$ cat config.mk
export PLATFORM = sky130hd
export DESIGN_NAME = ecpc_top
export DESIGN_NICKNAME = d
export VERILOG_FILES = /design/src/rtl/ecpc_pkg.sv /design/src/rtl/ecpc_chan_mem.sv /design/src/rtl/ecpc_top.sv
export SDC_FILE = /design/constraint.sdc
export NUM_CORES = 1
export LEC_CHECK = 0
export BUFFER_PORTS_ARGS = -buffer_cell sky130_fd_sc_hd__buf_2
export CAP_MARGIN = 20
export CELL_PAD_IN_SITES_DETAIL_PLACEMENT = 0
export CELL_PAD_IN_SITES_GLOBAL_PLACEMENT = 1
export CORE_ASPECT_RATIO = 1.25
export CORE_MARGIN = 1.5
export CORE_UTILIZATION = 40
export CTS_CLUSTER_DIAMETER = 40
export DETAILED_ROUTE_END_ITERATION = 12
export GPL_TIMING_DRIVEN = 0
export HOLD_SLACK_MARGIN = 0.02
export PLACE_DENSITY_LB_ADDON = 0.1
export SLEW_MARGIN = 15
export SYNTH_ARGS = -nofsm -noshare
export SYNTH_HDL_FRONTEND = slang
export SYNTH_SLANG_ARGS = --single-unit
$ cat constraint.sdc
create_clock -name ref_clk -period 2.6 [get_ports ref_clk]
set_clock_uncertainty 0.15 [all_clocks]
set_input_delay 0.52 -clock ref_clk [delete_from_list [all_inputs] [get_ports ref_clk]]
set_output_delay 0.52 -clock ref_clk [all_outputs]
set_load 0.03 [all_outputs]
$ cat src/rtl/ecpc_pkg.sv
// Package of the echo canceller path control block.
// Assumes AXI4-Lite access with 32-bit data, one register per aligned word.
package ecpc_pkg;
  // Bus widths
  localparam int ADDR_W = 9;
  localparam int IDX_W = 7;
  // Register indices; the byte address is four times the index
  localparam logic [6:0] IDX_PROTECT = 7'h01;
  localparam logic [6:0] IDX_WDOG_FIRST = 7'h02;
  localparam logic [6:0] IDX_WDOG_SECOND = 7'h03;
  localparam logic [6:0] IDX_WDOG_LAST = 7'h04;
  localparam logic [6:0] IDX_PATH_CTRL = 7'h06;
  localparam logic [6:0] IDX_GLOBAL_OUT = 7'h30;
  localparam logic [6:0] IDX_GLOBAL_LAW = 7'h3f;
  localparam logic [6:0] IDX_CHAN_BASE = 7'h40;
  localparam logic [6:0] IDX_STATUS = 7'h7f;
  // Reset values
  localparam logic [7:0] RST_PROTECT = 8'h00;
  localparam logic [3:0] RST_PATH_CTRL = 4'h0;
  localparam logic [7:0] RST_GLOBAL_OUT = 8'h03;
  localparam logic [3:0] RST_GLOBAL_LAW = 4'h0;
  localparam logic [7:0] RST_CHAN = 8'h00;
  // Keys
  localparam logic [7:0] KEY_UNLOCK = 8'h95;
  localparam logic [7:0] KEY_WDOG_FIRST = 8'haa;
  localparam logic [7:0] KEY_WDOG_SECOND = 8'h99;
  localparam logic [7:0] KEY_WDOG_LAST = 8'h1d;
  // Path control fields
  localparam int PC_SBYP = 0;
  localparam int PC_RBYP = 1;
  localparam int PC_RECEIVE_TO_SEND_LOOP = 2;
  localparam int PC_SEND_TO_RECEIVE_LOOP = 3;
  // Global output fields
  localparam int GO_ERRINV = 0;
  localparam int GO_DYNAMIC_SUBTRACTOR = 1;
  localparam int GO_RLEVEL = 2;
  localparam int GO_RATTEN = 3;
  localparam int GO_SLEVEL = 4;
  localparam int GO_SATTEN = 5;
  localparam int GO_NSHAPE = 6;
  localparam int GO_STDCN = 7;
  // Global law fields
  localparam int GL_FAR = 0;
  localparam int GL_NEAR = 1;
  localparam int GL_DISLAW = 2;
  localparam int GL_CHANNEL_INDIVIDUAL_LAW = 3;
  // Channel control fields
  localparam int CC_EXCL = 0;
  localparam int CC_DIS = 1;
  localparam int CC_NLPOFF = 2;
  localparam int CC_FREEZE = 3;
  localparam int CC_CONVOFF = 4;
  localparam int CC_FAR = 5;
  localparam int CC_NEAR = 6;
  localparam int CC_DISLAW = 7;
  // Bus responses
  localparam logic [1:0] RESP_OKAY = 2'b00;
  localparam logic [1:0] RESP_SLVERR = 2'b10;
  // Watchdog window
  localparam longint CLK_HZ = 100000000;
  localparam longint WDOG_WINDOW_S = 2;
  localparam longint WDOG_CYCLES = WDOG_WINDOW_S * CLK_HZ;
  localparam int WDOG_W = 28;
  // Watchdog key sequence
  typedef enum logic [1:0] {
    ECPC_WD_IDLE,
    ECPC_WD_GOT1,
    ECPC_WD_GOT2
  } ecpc_wd_t;
endpackage

$ cat src/rtl/ecpc_chan_mem.sv
// Thirty-two channel control words with a registered read port.
// Assumes one write and one read per cycle, both on ref_clk.
`timescale 1ns/1ps
module ecpc_chan_mem (
  input wire logic ref_clk,
  input wire logic reset_n,
  input wire logic wr_en,
  input wire logic [4:0] wr_addr,
  input wire logic [7:0] wr_data,
  input wire logic [4:0] rd_addr,
  output logic [7:0] rd_data
);
  logic [7:0] mem [32]; // Control words
  logic [7:0] next_mem [32]; // Next control words
  logic [7:0] next_rd_data; // Next read word

  // Write and read selection
  always_comb begin
    next_mem = mem;
    if (wr_en) begin
      next_mem[wr_addr] = wr_data;
    end
    next_rd_data = mem[rd_addr];
  end

  // Storage, cleared on reset
  always_ff @(posedge ref_clk) begin
    if (!reset_n) begin
      for (int i = 0; i < 32; i++) begin
        mem[i] <= ecpc_pkg::RST_CHAN;
      end
      rd_data <= 8'h00;
    end else begin
      mem <= next_mem;
      rd_data <= next_rd_data;
    end
  end
endmodule

$ cat src/rtl/ecpc_top.sv
// Echo canceller path control: registers, loop and bypass muxes,
// per-channel law and canceller control per PCM timeslot.
// Assumes an AXI4-Lite master and a canceller core that returns its
// processed samples in the same cycle as core_valid.
//
// Register access over AXI4-Lite was chosen for this implementation.
`timescale 1ns/1ps
module ecpc_top #(
  parameter logic [27:0] WDOG_LIMIT = 28'(ecpc_pkg::WDOG_CYCLES)
) (
  input wire logic ref_clk,
  input wire logic reset_n,
  input wire logic [8:0] s_axi_awaddr,
  input wire logic s_axi_awvalid,
  output logic s_axi_awready,
  input wire logic [31:0] s_axi_wdata,
  input wire logic [3:0] s_axi_wstrb,
  input wire logic s_axi_wvalid,
  output logic s_axi_wready,
  output logic [1:0] s_axi_bresp,
  output logic s_axi_bvalid,
  input wire logic s_axi_bready,
  input wire logic [8:0] s_axi_araddr,
  input wire logic s_axi_arvalid,
  output logic s_axi_arready,
  output logic [31:0] s_axi_rdata,
  output logic [1:0] s_axi_rresp,
  output logic s_axi_rvalid,
  input wire logic s_axi_rready,
  input wire logic slot_valid,
  input wire logic [4:0] slot_num,
  input wire logic [7:0] rin_data,
  input wire logic [7:0] sin_data,
  input wire logic [7:0] core_rout,
  input wire logic [7:0] core_sout,
  input wire logic ext_conv_off,
  input wire logic ext_freeze,
  input wire logic ext_nlp_off,
  input wire logic ext_disable,
  output logic core_valid,
  output logic [4:0] core_slot,
  output logic [7:0] core_rin,
  output logic [7:0] core_sin,
  output logic out_valid,
  output logic [4:0] out_slot,
  output logic [7:0] rout_data,
  output logic [7:0] sout_data,
  output logic ch_freeze,
  output logic ch_nlp_off,
  output logic ch_disable,
  output logic near_alaw,
  output logic far_alaw,
  output logic send_atten_on,
  output logic send_atten_2p5db,
  output logic recv_atten_on,
  output logic recv_atten_2p5db,
  output logic std_comfort_noise,
  output logic comfort_noise_shape,
  output logic dynamic_subtractor,
  output logic error_sign_invert,
  output logic wdog_alarm
);
  // Bus state
  logic aw_held, next_aw_held; // Write address captured
  logic w_held, next_w_held; // Write data captured
  logic [6:0] aw_idx, next_aw_idx; // Captured write index
  logic [7:0] w_byte, next_w_byte; // Captured low data byte
  logic w_lane0, next_w_lane0; // Low byte lane enabled
  logic bvalid, next_bvalid; // Write response pending
  logic [1:0] bresp, next_bresp; // Write response code
  logic rvalid, next_rvalid; // Read response pending
  logic [1:0] rresp, next_rresp; // Read response code
  logic [31:0] rdata, next_rdata; // Read data
  // Register state
  logic [7:0] protect, next_protect; // Protection key register
  logic [3:0] path_loop_bypass_control, next_path_ctrl;
  logic [7:0] global_output_config, next_global_out;
  logic [3:0] global_law_config, next_global_law;
  // Watchdog state
  ecpc_pkg::ecpc_wd_t wd_state, next_wd_state; // Key sequence step
  logic [27:0] wd_count, next_wd_count; // Cycles since last full key
  logic wd_alarm, next_wd_alarm; // Window missed
  // Write decode
  logic do_write; // Address and data both present
  logic wr_ok; // Write index is mapped
  logic unlocked; // Protected registers may be written
  logic chan_wr; // Channel word write
  logic [6:0] ar_idx; // Read index

  assign do_write = aw_held && w_held && !bvalid;
  assign unlocked = (protect == ecpc_pkg::KEY_UNLOCK);
  assign ar_idx = s_axi_araddr[8:2];
  assign chan_wr = do_write && w_lane0 && unlocked
    && (aw_idx[6:5] == ecpc_pkg::IDX_CHAN_BASE[6:5]);

  // Mapped write indices
  always_comb begin
    case (aw_idx)
      ecpc_pkg::IDX_PROTECT,
      ecpc_pkg::IDX_WDOG_FIRST,
      ecpc_pkg::IDX_WDOG_SECOND,
      ecpc_pkg::IDX_WDOG_LAST,
      ecpc_pkg::IDX_PATH_CTRL,
      ecpc_pkg::IDX_GLOBAL_OUT,
      ecpc_pkg::IDX_GLOBAL_LAW: wr_ok = 1'b1;
      default: wr_ok = (aw_idx[6:5] == ecpc_pkg::IDX_CHAN_BASE[6:5]);
    endcase
  end

  // AXI4-Lite handshakes; address and data taken in either order
  always_comb begin
    next_aw_held = aw_held;
    next_w_held = w_held;
    next_aw_idx = aw_idx;
    next_w_byte = w_byte;
    next_w_lane0 = w_lane0;
    next_bvalid = bvalid;
    next_bresp = bresp;
    next_rvalid = rvalid;
    next_rresp = rresp;
    next_rdata = rdata;
    if (s_axi_awvalid && s_axi_awready) begin
      next_aw_held = 1'b1;
      next_aw_idx = s_axi_awaddr[8:2];
    end
    if (s_axi_wvalid && s_axi_wready) begin
      next_w_held = 1'b1;
      next_w_byte = s_axi_wdata[7:0];
      next_w_lane0 = s_axi_wstrb[0];
    end
    if (do_write) begin
      // Response follows both halves
      next_aw_held = 1'b0;
      next_w_held = 1'b0;
      next_bvalid = 1'b1;
      next_bresp = wr_ok ? ecpc_pkg::RESP_OKAY : ecpc_pkg::RESP_SLVERR;
    end else if (bvalid && s_axi_bready) begin
      next_bvalid = 1'b0;
    end
    if (s_axi_arvalid && s_axi_arready) begin
      next_rvalid = 1'b1;
      next_rresp = ecpc_pkg::RESP_OKAY;
      next_rdata = 32'h00000000;
      if (ar_idx == ecpc_pkg::IDX_STATUS) begin
        // Status word shows watchdog and protection state
        next_rdata = {28'h0000000, wd_state, unlocked, wd_alarm};
      end else if (!(ar_idx[6:5] == ecpc_pkg::IDX_CHAN_BASE[6:5])
          && ar_idx != ecpc_pkg::IDX_PROTECT
          && ar_idx != ecpc_pkg::IDX_WDOG_FIRST
          && ar_idx != ecpc_pkg::IDX_WDOG_SECOND
          && ar_idx != ecpc_pkg::IDX_WDOG_LAST
          && ar_idx != ecpc_pkg::IDX_PATH_CTRL
          && ar_idx != ecpc_pkg::IDX_GLOBAL_OUT
          && ar_idx != ecpc_pkg::IDX_GLOBAL_LAW) begin
        // Unmapped address
        next_rresp = ecpc_pkg::RESP_SLVERR;
      end
    end else if (rvalid && s_axi_rready) begin
      next_rvalid = 1'b0;
    end
  end

  // Bus registers
  always_ff @(posedge ref_clk) begin
    if (!reset_n) begin
      aw_held <= 1'b0;
      w_held <= 1'b0;
      aw_idx <= 7'h00;
      w_byte <= 8'h00;
      w_lane0 <= 1'b0;
      bvalid <= 1'b0;
      bresp <= ecpc_pkg::RESP_OKAY;
      rvalid <= 1'b0;
      rresp <= ecpc_pkg::RESP_OKAY;
      rdata <= 32'h00000000;
    end else begin
      aw_held <= next_aw_held;
      w_held <= next_w_held;
      aw_idx <= next_aw_idx;
      w_byte <= next_w_byte;
      w_lane0 <= next_w_lane0;
      bvalid <= next_bvalid;
      bresp <= next_bresp;
      rvalid <= next_rvalid;
      rresp <= next_rresp;
      rdata <= next_rdata;
    end
  end

  assign s_axi_awready = !aw_held && !bvalid;
  assign s_axi_wready = !w_held && !bvalid;
  assign s_axi_bvalid = bvalid;
  assign s_axi_bresp = bresp;
  assign s_axi_arready = !rvalid;
  assign s_axi_rvalid = rvalid;
  assign s_axi_rresp = rresp;
  assign s_axi_rdata = rdata;

  // Configuration registers; protected ones need the unlock key
  always_comb begin
    next_protect = protect;
    next_path_ctrl = path_loop_bypass_control;
    next_global_out = global_output_config;
    next_global_law = global_law_config;
    if (do_write && w_lane0) begin
      if (aw_idx == ecpc_pkg::IDX_PROTECT) begin
        next_protect = w_byte;
      end
      if (unlocked) begin
        case (aw_idx)
          ecpc_pkg::IDX_PATH_CTRL: next_path_ctrl = w_byte[3:0];
          ecpc_pkg::IDX_GLOBAL_OUT: next_global_out = w_byte;
          ecpc_pkg::IDX_GLOBAL_LAW: next_global_law = w_byte[3:0];
          default: next_protect = next_protect;
        endcase
      end
    end
  end

  // Configuration storage
  always_ff @(posedge ref_clk) begin
    if (!reset_n) begin
      protect <= ecpc_pkg::RST_PROTECT;
      path_loop_bypass_control <= ecpc_pkg::RST_PATH_CTRL;
      global_output_config <= ecpc_pkg::RST_GLOBAL_OUT;
      global_law_config <= ecpc_pkg::RST_GLOBAL_LAW;
    end else begin
      protect <= next_protect;
      path_loop_bypass_control <= next_path_ctrl;
      global_output_config <= next_global_out;
      global_law_config <= next_global_law;
    end
  end

  // Watchdog: keys in order restart the window; a wrong key restarts
  // the sequence; a missed window raises the alarm
  always_comb begin
    next_wd_state = wd_state;
    next_wd_count = wd_count;
    next_wd_alarm = wd_alarm;
    if (wd_count < WDOG_LIMIT) begin
      next_wd_count = wd_count + 28'h0000001;
    end
    if (do_write && w_lane0) begin
      case (wd_state)
        ecpc_pkg::ECPC_WD_IDLE: begin
          if (aw_idx == ecpc_pkg::IDX_WDOG_FIRST
              && w_byte == ecpc_pkg::KEY_WDOG_FIRST) begin
            next_wd_state = ecpc_pkg::ECPC_WD_GOT1;
          end
        end
        ecpc_pkg::ECPC_WD_GOT1: begin
          if (aw_idx == ecpc_pkg::IDX_WDOG_SECOND
              && w_byte == ecpc_pkg::KEY_WDOG_SECOND) begin
            next_wd_state = ecpc_pkg::ECPC_WD_GOT2;
          end else if (aw_idx >= ecpc_pkg::IDX_WDOG_FIRST
              && aw_idx <= ecpc_pkg::IDX_WDOG_LAST) begin
            next_wd_state = ecpc_pkg::ECPC_WD_IDLE;
          end
        end
        ecpc_pkg::ECPC_WD_GOT2: begin
          if (aw_idx == ecpc_pkg::IDX_WDOG_LAST
              && w_byte == ecpc_pkg::KEY_WDOG_LAST) begin
            next_wd_state = ecpc_pkg::ECPC_WD_IDLE;
            next_wd_count = 28'h0000000;
            next_wd_alarm = 1'b0;
          end else if (aw_idx >= ecpc_pkg::IDX_WDOG_FIRST
              && aw_idx <= ecpc_pkg::IDX_WDOG_LAST) begin
            next_wd_state = ecpc_pkg::ECPC_WD_IDLE;
          end
        end
        default: next_wd_state = ecpc_pkg::ECPC_WD_IDLE;
      endcase
    end
    // Expiry is the one cycle in which the count steps onto the limit,
    // so a saturated count cannot pin the alarm against a key clear;
    // expiry still wins over a clear in the same cycle
    if (wd_count == WDOG_LIMIT - 28'h0000001) begin
      next_wd_alarm = 1'b1;
    end
  end

  // Watchdog storage
  always_ff @(posedge ref_clk) begin
    if (!reset_n) begin
      wd_state <= ecpc_pkg::ECPC_WD_IDLE;
      wd_count <= 28'h0000000;
      wd_alarm <= 1'b0;
    end else begin
      wd_state <= next_wd_state;
      wd_count <= next_wd_count;
      wd_alarm <= next_wd_alarm;
    end
  end

  assign wdog_alarm = wd_alarm;

  // Channel control words
  logic [7:0] chan_word; // Word of the slot in stage one
  ecpc_chan_mem u_chan_mem (
    .ref_clk(ref_clk),
    .reset_n(reset_n),
    .wr_en(chan_wr),
    .wr_addr(aw_idx[4:0]),
    .wr_data(w_byte),
    .rd_addr(slot_num),
    .rd_data(chan_word)
  );

  // Stage one: raw inputs, loops applied toward the canceller core
  logic s1_valid, next_s1_valid; // Slot present in stage one
  logic [4:0] s1_slot, next_s1_slot; // Slot number
  logic [7:0] s1_rin, next_s1_rin; // Raw receive input
  logic [7:0] s1_sin, next_s1_sin; // Raw send input
  logic [7:0] s1_core_rin, next_core_rin; // Core receive input
  logic [7:0] s1_core_sin, next_core_sin; // Core send input
  logic [3:0] s1_ext, next_s1_ext; // External control sources
  logic rs_loop; // Receive-to-send loop active
  logic sr_loop; // Send-to-receive loop active

  assign rs_loop = path_loop_bypass_control[ecpc_pkg::PC_RECEIVE_TO_SEND_LOOP];
  assign sr_loop = path_loop_bypass_control[ecpc_pkg::PC_SEND_TO_RECEIVE_LOOP]
    && !rs_loop;

  always_comb begin
    next_s1_valid = slot_valid;
    next_s1_slot = s1_slot;
    next_s1_rin = s1_rin;
    next_s1_sin = s1_sin;
    next_core_rin = s1_core_rin;
    next_core_sin = s1_core_sin;
    next_s1_ext = s1_ext;
    if (slot_valid) begin
      next_s1_slot = slot_num;
      next_s1_rin = rin_data;
      next_s1_sin = sin_data;
      next_s1_ext = {ext_disable, ext_nlp_off, ext_freeze, ext_conv_off};
      // Loops take the last registered outputs
      next_core_rin = sr_loop ? sout_data : rin_data;
      next_core_sin = rs_loop ? rout_data : sin_data;
    end
  end

  // Stage two: bypass muxes and per-channel controls
  logic [7:0] next_rout, next_sout; // Next line outputs
  logic next_out_valid; // Next output strobe
  logic [4:0] next_out_slot; // Next output slot
  logic [4:0] next_ctrl; // Freeze, nlp off, disable, near, far
  logic excl; // Only register bits control the channel
  logic conv_off, dis_eff, channel_individual_law, law_dis; // Derived controls

  always_comb begin
    excl = chan_word[ecpc_pkg::CC_EXCL];
    channel_individual_law = global_law_config[ecpc_pkg::GL_CHANNEL_INDIVIDUAL_LAW];
    conv_off = chan_word[ecpc_pkg::CC_CONVOFF]
      || (!excl && s1_ext[0]);
    dis_eff = chan_word[ecpc_pkg::CC_DIS]
      || (!excl && s1_ext[3]);
    next_ctrl[4] = chan_word[ecpc_pkg::CC_FREEZE]
      || (!excl && s1_ext[1]);
    next_ctrl[3] = chan_word[ecpc_pkg::CC_NLPOFF]
      || (!excl && s1_ext[2]);
    next_ctrl[2] = dis_eff;
    if (channel_individual_law) begin
      // Channel law bits apply
      law_dis = chan_word[ecpc_pkg::CC_DISLAW];
      next_ctrl[1] = chan_word[ecpc_pkg::CC_NEAR];
      next_ctrl[0] = chan_word[ecpc_pkg::CC_FAR];
    end else begin
      // Global law bits apply
      law_dis = global_law_config[ecpc_pkg::GL_DISLAW];
      next_ctrl[1] = global_law_config[ecpc_pkg::GL_NEAR];
      next_ctrl[0] = global_law_config[ecpc_pkg::GL_FAR];
    end
    if (conv_off) begin
      // No conversion: both sides in the disabled law
      next_ctrl[1] = law_dis;
      next_ctrl[0] = law_dis;
    end
    next_out_valid = s1_valid;
    next_out_slot = s1_valid ? s1_slot : out_slot;
    next_rout = rout_data;
    next_sout = sout_data;
    if (s1_valid) begin
      next_rout = path_loop_bypass_control[ecpc_pkg::PC_RBYP]
        ? s1_rin : core_rout;
      next_sout = path_loop_bypass_control[ecpc_pkg::PC_SBYP]
        ? s1_sin : core_sout;
    end
  end

  // Pipeline registers
  always_ff @(posedge ref_clk) begin
    if (!reset_n) begin
      s1_valid <= 1'b0;
      s1_slot <= 5'h00;
      s1_rin <= 8'h00;
      s1_sin <= 8'h00;
      s1_core_rin <= 8'h00;
      s1_core_sin <= 8'h00;
      s1_ext <= 4'h0;
      out_valid <= 1'b0;
      out_slot <= 5'h00;
      rout_data <= 8'h00;
      sout_data <= 8'h00;
      {ch_freeze, ch_nlp_off, ch_disable, near_alaw, far_alaw} <= 5'h00;
    end else begin
      s1_valid <= next_s1_valid;
      s1_slot <= next_s1_slot;
      s1_rin <= next_s1_rin;
      s1_sin <= next_s1_sin;
      s1_core_rin <= next_core_rin;
      s1_core_sin <= next_core_sin;
      s1_ext <= next_s1_ext;
      out_valid <= next_out_valid;
      out_slot <= next_out_slot;
      rout_data <= next_rout;
      sout_data <= next_sout;
      if (s1_valid) begin
        {ch_freeze, ch_nlp_off, ch_disable, near_alaw, far_alaw}
          <= next_ctrl;
      end
    end
  end

  assign core_valid = s1_valid;
  assign core_slot = s1_slot;
  assign core_rin = s1_core_rin;
  assign core_sin = s1_core_sin;

  // Attenuators act only while the channel's canceller is enabled
  assign send_atten_on = global_output_config[ecpc_pkg::GO_SATTEN]
    && !ch_disable;
  assign send_atten_2p5db =
    global_output_config[ecpc_pkg::GO_SLEVEL];
  assign recv_atten_on = global_output_config[ecpc_pkg::GO_RATTEN]
    && !ch_disable;
  assign recv_atten_2p5db =
    global_output_config[ecpc_pkg::GO_RLEVEL];
  // Shape matters only with standard comfort noise
  assign std_comfort_noise = global_output_config[ecpc_pkg::GO_STDCN];
  assign comfort_noise_shape = global_output_config[ecpc_pkg::GO_NSHAPE]
    && global_output_config[ecpc_pkg::GO_STDCN];
  assign dynamic_subtractor =
    global_output_config[ecpc_pkg::GO_DYNAMIC_SUBTRACTOR];
  assign error_sign_invert =
    global_output_config[ecpc_pkg::GO_ERRINV];
endmodule

== Yosys cells after proc, flatten, opt, wreduce, memory -nomap -nowiden ==
Cells that the tools add are included.

* Add/sub/neg operators: 1
* $lt $le $gt $ge: 6
* Equality and inequality tests: 25
* Multiplexer cells: 35
* Bitwise logic cells: 3
* Reduce and logical (&&, ||, !) cells: 58

{| class="wikitable"
|+ Operators with widths
! kind !! number
|-
| 256-bit bitwise mux || 1
|-
| 28-bit two-way mux || 4
|-
| 8-bit two-way mux || 7
|-
| 8-bit binary-select mux with 5-bit select || 1
|-
| 8-bit demux with 5-bit select || 1
|-
| 1-bit logical AND || 32
|-
| 28-bit by 1-bit adder with 28-bit output (second input constant) || 1
|-
| 28-bit == test (second input constant) || 1
|-
| 28-bit less-than comparator (second input constant) || 1
|-
| 8-bit == test (second input constant) || 3
|-
| 2-bit two-way mux || 9
|-
| 7-bit by 2-bit == test with 1-bit output (second input constant) || 2
|-
| 7-bit by 3-bit == test with 1-bit output (second input constant) || 2
|-
| 7-bit by 6-bit == test with 1-bit output (second input constant) || 2
|-
| 7-bit by 2-bit != test with 1-bit output (second input constant) || 2
|-
| 7-bit by 3-bit != test with 1-bit output (second input constant) || 2
|-
| 7-bit by 6-bit != test with 1-bit output (second input constant) || 2
|-
| 6-bit >= comparator (second input constant) || 2
|-
| 5-bit NOT with 6-bit output || 2
|-
| 3-bit AND reduction || 4
|-
| 1-bit two-way mux || 10
|-
| 2-bit nonzero test || 5
|-
| 8-bit by 5-bit == test with 1-bit output (second input constant) || 1
|-
| 1-bit zero test || 8
|-
| 17 further kinds || 23
|}

* Flip-flop bits (word level): 444
* Input port bits: 103
* Output and inout bits: 99

== Logic depth before layout (Yosys ltp) ==
* Depth after elaboration: 11
* Depth in mapped cells: 8

== Cells and area by module ==
A second synthesis with hierarchy kept.

* Cell total of the unflattened synthesis: 2092
* Area, all modules: 18864.3 um^2

{| class="wikitable"
|+ By module, submodules not included
! module !! instances !! cells each !! area an instance (um^2) !! sequential area each (um^2)
|-
| ecpc_chan_mem || 1 || 1352 || 12278.0 || 5285.1
|-
| ecpc_top || 1 || 740 || 6586.3 || 3002.9
|}

== Worst setup path after synthesis ==
OpenSTA, ideal clock, no wires.

* Kind: input -> register
* Start: input slot_num[0]
* End: register u_chan_mem.rd_data[2]
* Library setup time: 0.136 ns
* Data arrival time: 2.354 ns
* Slack: -0.041 ns
* Stages: 6
* Buffers on the path: 3
* Cell sequence: buf_2 > buf_1 > buf_2 > mux4_2 > o221ai_1 > a211oi_1

* Word-level cells in the longest chain between the ends: 4

{| class="wikitable"
|+ RTL lines
! item !! line !! RTL
|-
| start: declaration || ecpc_top.sv:31 || <nowiki>input wire logic [4:0] slot_num,</nowiki>
|-
| 5-bit NOT with 6-bit output (not written as such) || ecpc_chan_mem.sv:23 || <nowiki>next_rd_data = mem[rd_addr];</nowiki>
|-
| 8-bit binary-select mux with 5-bit select || ecpc_chan_mem.sv:23 ||
|-
| 8-bit two-way mux (not written as such) (2 in a row) || ecpc_chan_mem.sv:23 ||
|-
| end signal: assignment || ecpc_chan_mem.sv:35 || <nowiki>rd_data <= next_rd_data;</nowiki>
|-
| end: declaration || ecpc_chan_mem.sv:11 || <nowiki>output logic [7:0] rd_data</nowiki>
|}

Every way passes these cells. The select of a mux whose other input is x is not followed.
A chain may end at the register's enable or synchronous reset.

== Final worst setup path ==
* Start: register protect[3]
* End: register u_chan_mem.mem[97] (netlist name)

* Word-level cells in the longest chain between the ends: 3

{| class="wikitable"
|+ RTL lines
! item !! line !! RTL
|-
| start: declaration || ecpc_top.sv:75 || <nowiki>logic [7:0] protect, next_protect;</nowiki>
|-
| start signal: assignment || ecpc_top.sv:223 || <nowiki>protect <= ecpc_pkg::RST_PROTECT;</nowiki>
|-
| start signal: assignment || ecpc_top.sv:228 || <nowiki>protect <= next_protect;</nowiki>
|-
| 8-bit == test || ecpc_top.sv:91 || <nowiki>assign unlocked = (protect == ecpc_pkg::KEY_UNLOCK);</nowiki>
|-
| 1-bit logical AND || ecpc_top.sv:93 || <nowiki>assign chan_wr = do_write && w_lane0 && unlocked</nowiki>
|-
| 1-bit logical AND || ecpc_top.sv:94 || <nowiki>&& (aw_idx[6:5] == ecpc_pkg::IDX_CHAN_BASE[6:5]);</nowiki>
|-
| end signal: indexed assignment || ecpc_chan_mem.sv:30 || <nowiki>mem[i] <= ecpc_pkg::RST_CHAN;</nowiki>
|-
| end signal: assignment || ecpc_chan_mem.sv:34 || <nowiki>mem <= next_mem;</nowiki>
|-
| end: declaration || ecpc_chan_mem.sv:13 || <nowiki>logic [7:0] mem [32];</nowiki>
|}

Every way passes these cells.

==> results.json <==
{
  "status": "completed",
  "cap_violations": 0,
  "finalSetupViolCount": 0,
  "slew_headroom": 0.338,
  "synth-main-ff-cell": "dfxtp_1",
  "crit_chain": "or4b_4 > buf_6 > or4_4 > buf_12 > or3_4 > nand2_1 > a21oi_1",
  "grt_max_degree": 16,
  "power_density_nw_per_um2": 746,
  "final_common_cell": "nand2_1",
  "drt_pass1_iterations": 5,
  "slowest_stage": "or4b_4",
  "drive_gt1_frac": 0.191,
  "vias": 16000,
  "syn-instance-count": 2088,
  "n_antenna_cell": 0,
  "gp_congestion": 1.05,
  "synth_compound_area_frac": 0.132,
  "fillers": 4236,
  "final_cells": 2983,
  "slew_viol_final": 0,
  "io_pins": 202,
  "slowest_delay_ps": 540,
  "grt_antenna_before_repair": 0,
  "die-area_um2": 46000,
  "ant_nets": 0,
  "total_leakage_power_nw": 8.09,
  "pre_cts_slack_ps": -1250,
  "async_flop_share": 0,
  "place_area_um2": 19500,
  "synth_mux_area_frac": 0.138,
  "hold_path_class": "primary input to flip-flop",
  "die_h_um": 239,
  "synth_edf_count": 0,
  "htreeDepth": 2,
  "dp_cells": 2828,
  "area_growth_pct": 25.6,
  "min_period_ps": 2560,
  "fp.dieW_um": 192,
  "largest_reg_flops": 256,
  "regMostFlops": "u_chan_mem.mem",
  "rows": 86,
  "dp_hpwl_um": 44200,
  "yosysWarnings": 0,
  "synth_area_leader_cell": "dfxtp_1",
  "worstPathMaxFanout": 8,
  "synth.distinct_cells": 55,
  "endpoint_kind": "flip-flop",
  "timing.final.crit_share": 0.985,
  "synth_xor_area_frac": 0.000979,
  "clockBufferDepth": 3,
  "grt_pass1_vias": 15200,
  "drc_errors": 0,
  "fmaxAchievable_mhz": 391,
  "min_from": "s_axi_awaddr[7]",
  "tightest_slew_ps": 993,
  "wl_per_cell_um": 20.9,
  "worst_ep_required_time_ps": 2910,
  "cp-start-kind": "flip-flop",
  "r2r-start": "protect[3]$_SDFFE_PN0P_",
  "port_buffers": 136,
  "hold_depth": 3,
  "core_area_um2": 44100,
  "vdd_drop_max_uv": 578,
  "drt_iter0_drc": 1048,
  "synth_area_um2": 17900,
  "clk_pin_slew_ps": 60,
  "synthAdderAreaFrac": 0.000699,
  "netlist_top_cells_area": "dfxtp_1 (46%), nand2_1 (12%), a21oi_1 (8.5%), mux4_2 (8.3%), mux2i_1 (5.5%)",
  "synth_top_family_by_area": "simple AND/OR/NAND/NOR gates",
  "hold_violations": 0,
  "syn_area_per_cell_um2": 8.57,
  "synth_seq_cells": 414,
  "clk_latency_ps": 630,
  "synth_seq_area_share": 0.463,
  "overflow": 0,
  "cp-startpoint": "protect[3]$_SDFFE_PN0P_",
  "start_util": 0.406,
  "finalPower_mw": 16.8,
  "reg.largest.list": "u_chan_mem.mem (256), wd_count (28)",
  "fin_tns_setup_ps": 0,
  "cts_root_buf": "clkbuf_16",
  "final_area_um2": 22500,
  "rsz0062_at_grt": "false",
  "arrival_ps": 2870,
  "vias_per_cell": 5.38,
  "reg2regPathDepth": 7,
  "grt_pass1_wl_um": 92300,
  "cts_tree": "built",
  "numCtsBuffers": 59,
  "synth.top_cell.area_share": 0.463,
  "totalWireLength_um": 62400,
  "critPathKind": "flip-flop to flip-flop",
  "fin_nets": 2464,
  "synthSimpleGateAreaFrac": 0.213,
  "final_cell_mix": "nand2_1 (586), dfxtp_1 (413), a21oi_1 (305)",
  "clock-sinks": 414,
  "setup_slack_ps": 40.2,
  "grt_use_total": 0.267
}
==> layer usage <==
layer,global-route usage,vias to the layer above,wire length [um]
met5,0,-,0
met1,0.346,7735,27000
met3,0.0419,94,3640
met2,0.456,510,30200
li1,-,7705,-
met4,0.0778,0,1510
==> through the flow <==
stage / hold slack, ps / util
floorplan: 279 / -
global placement: 285 / 0.440
detailed placement: 292 / 0.441
CTS: 24.9 / 0.506
global route: 47.7 / 0.509
finish: 32.3 / 0.509
==> kinds of logic (layout without fill, tap and decap cells) <==
logic type | count (synthesis) | in the layout
AOI/OAI and AO/OA | 419 | 419
muxes | 165 | 165
xor gates and xnor gates | 2 | 2
other | 1 | 30
and+or+nand+nor | 883 | 883
adders and majority gates | 1 | 1
buffers and inverters | 203 | 497
DFF | 414 | 414
==> synth_stat cells (2+ instances only) <==
| master | number |
|---|---|
| mux4_2 | 66 |
| o221ai_1 | 8 |
| or2_2 | 3 |
| nand4_1 | 4 |
| xor2_1 | 2 |
| nand3_1 | 21 |
| nor2_1 | 113 |
| nand3b_1 | 2 |
| or4_1 | 17 |
| mux2i_1 | 99 |
| nor4_1 | 13 |
| buf_1 | 15 |
| and4_1 | 4 |
| or4bb_1 | 2 |
| nor2b_1 | 7 |
| a211oi_1 | 41 |
| o21ai_0 | 17 |
| nor3_1 | 12 |
| a21oi_1 | 305 |
| buf_4 | 31 |
| nand2b_1 | 14 |
| or3_1 | 16 |
| and3_1 | 13 |
| dfxtp_1 | 414 |
| or3b_2 | 2 |
| inv_1 | 7 |
| a22oi_1 | 19 |
| clkbuf_1 | 120 |
| o211ai_1 | 7 |
| buf_2 | 28 |
| nand2_1 | 592 |
| nor3_2 | 4 |
| a2111oi_0 | 2 |
| nand4b_1 | 3 |
| o31ai_1 | 10 |
| and2_1 | 36 |
==> where the power goes <==
| part | total (mW) | switching [mW] | internal [mW] | leakage, nW |
|---|---|---|---|---|
| clock | 9.08 | 3.27 | 5.80 | 1.08 |
| combinational | 1.17 | 0.826 | 0.348 | 3.66 |
| sequential | 6.53 | 0.0788 | 6.45 | 3.35 |
| total | 16.8 | 4.18 | 12.6 | 8.09 |
==> worst paths after layout <==
kind	end	slack [ps]
min	aw_idx[5]$_SDFFE_PN0P_	30
max reg2reg	u_chan_mem.mem[97]$_SDFFE_PN0P_	40
min reg2reg	u_chan_mem.mem[69]$_SDFFE_PN0P_	300
max	u_chan_mem.mem[97]$_SDFFE_PN0P_	40
==> timing repair <==
item | CTS | global route
cloned | 0 | 1
hold buffers | 32 | 0
hold endpoints to repair | 32 | 0
endpoints found under the setup margin | 311 | 222
setup buffers | 15 | 6
resized for setup | 52 | 29
pin swaps | 4 | 9
==> worst max-delay path, delay by kind of cell, from the launching register on <==
kind	cells	cell delay, ps
simple gates	4	1560
compound gates	1	60
flops	1	310
buf+inv	2	300
==> layout make-up <==
class	instances	area, um^2	area share
repair buffers	193	1260	0.0559
clock buffers	68	1580	0.0704
well taps	572	716	0.0318
flip-flops and latches	414	8290	0.369
inverters	8	30.0	0.00134
clock inverters	44	658	0.0293
plain buffers	184	921	0.0410
multi-input cells	1500	9020	0.401
Note: power is estimated with default switching activity, not from simulation.
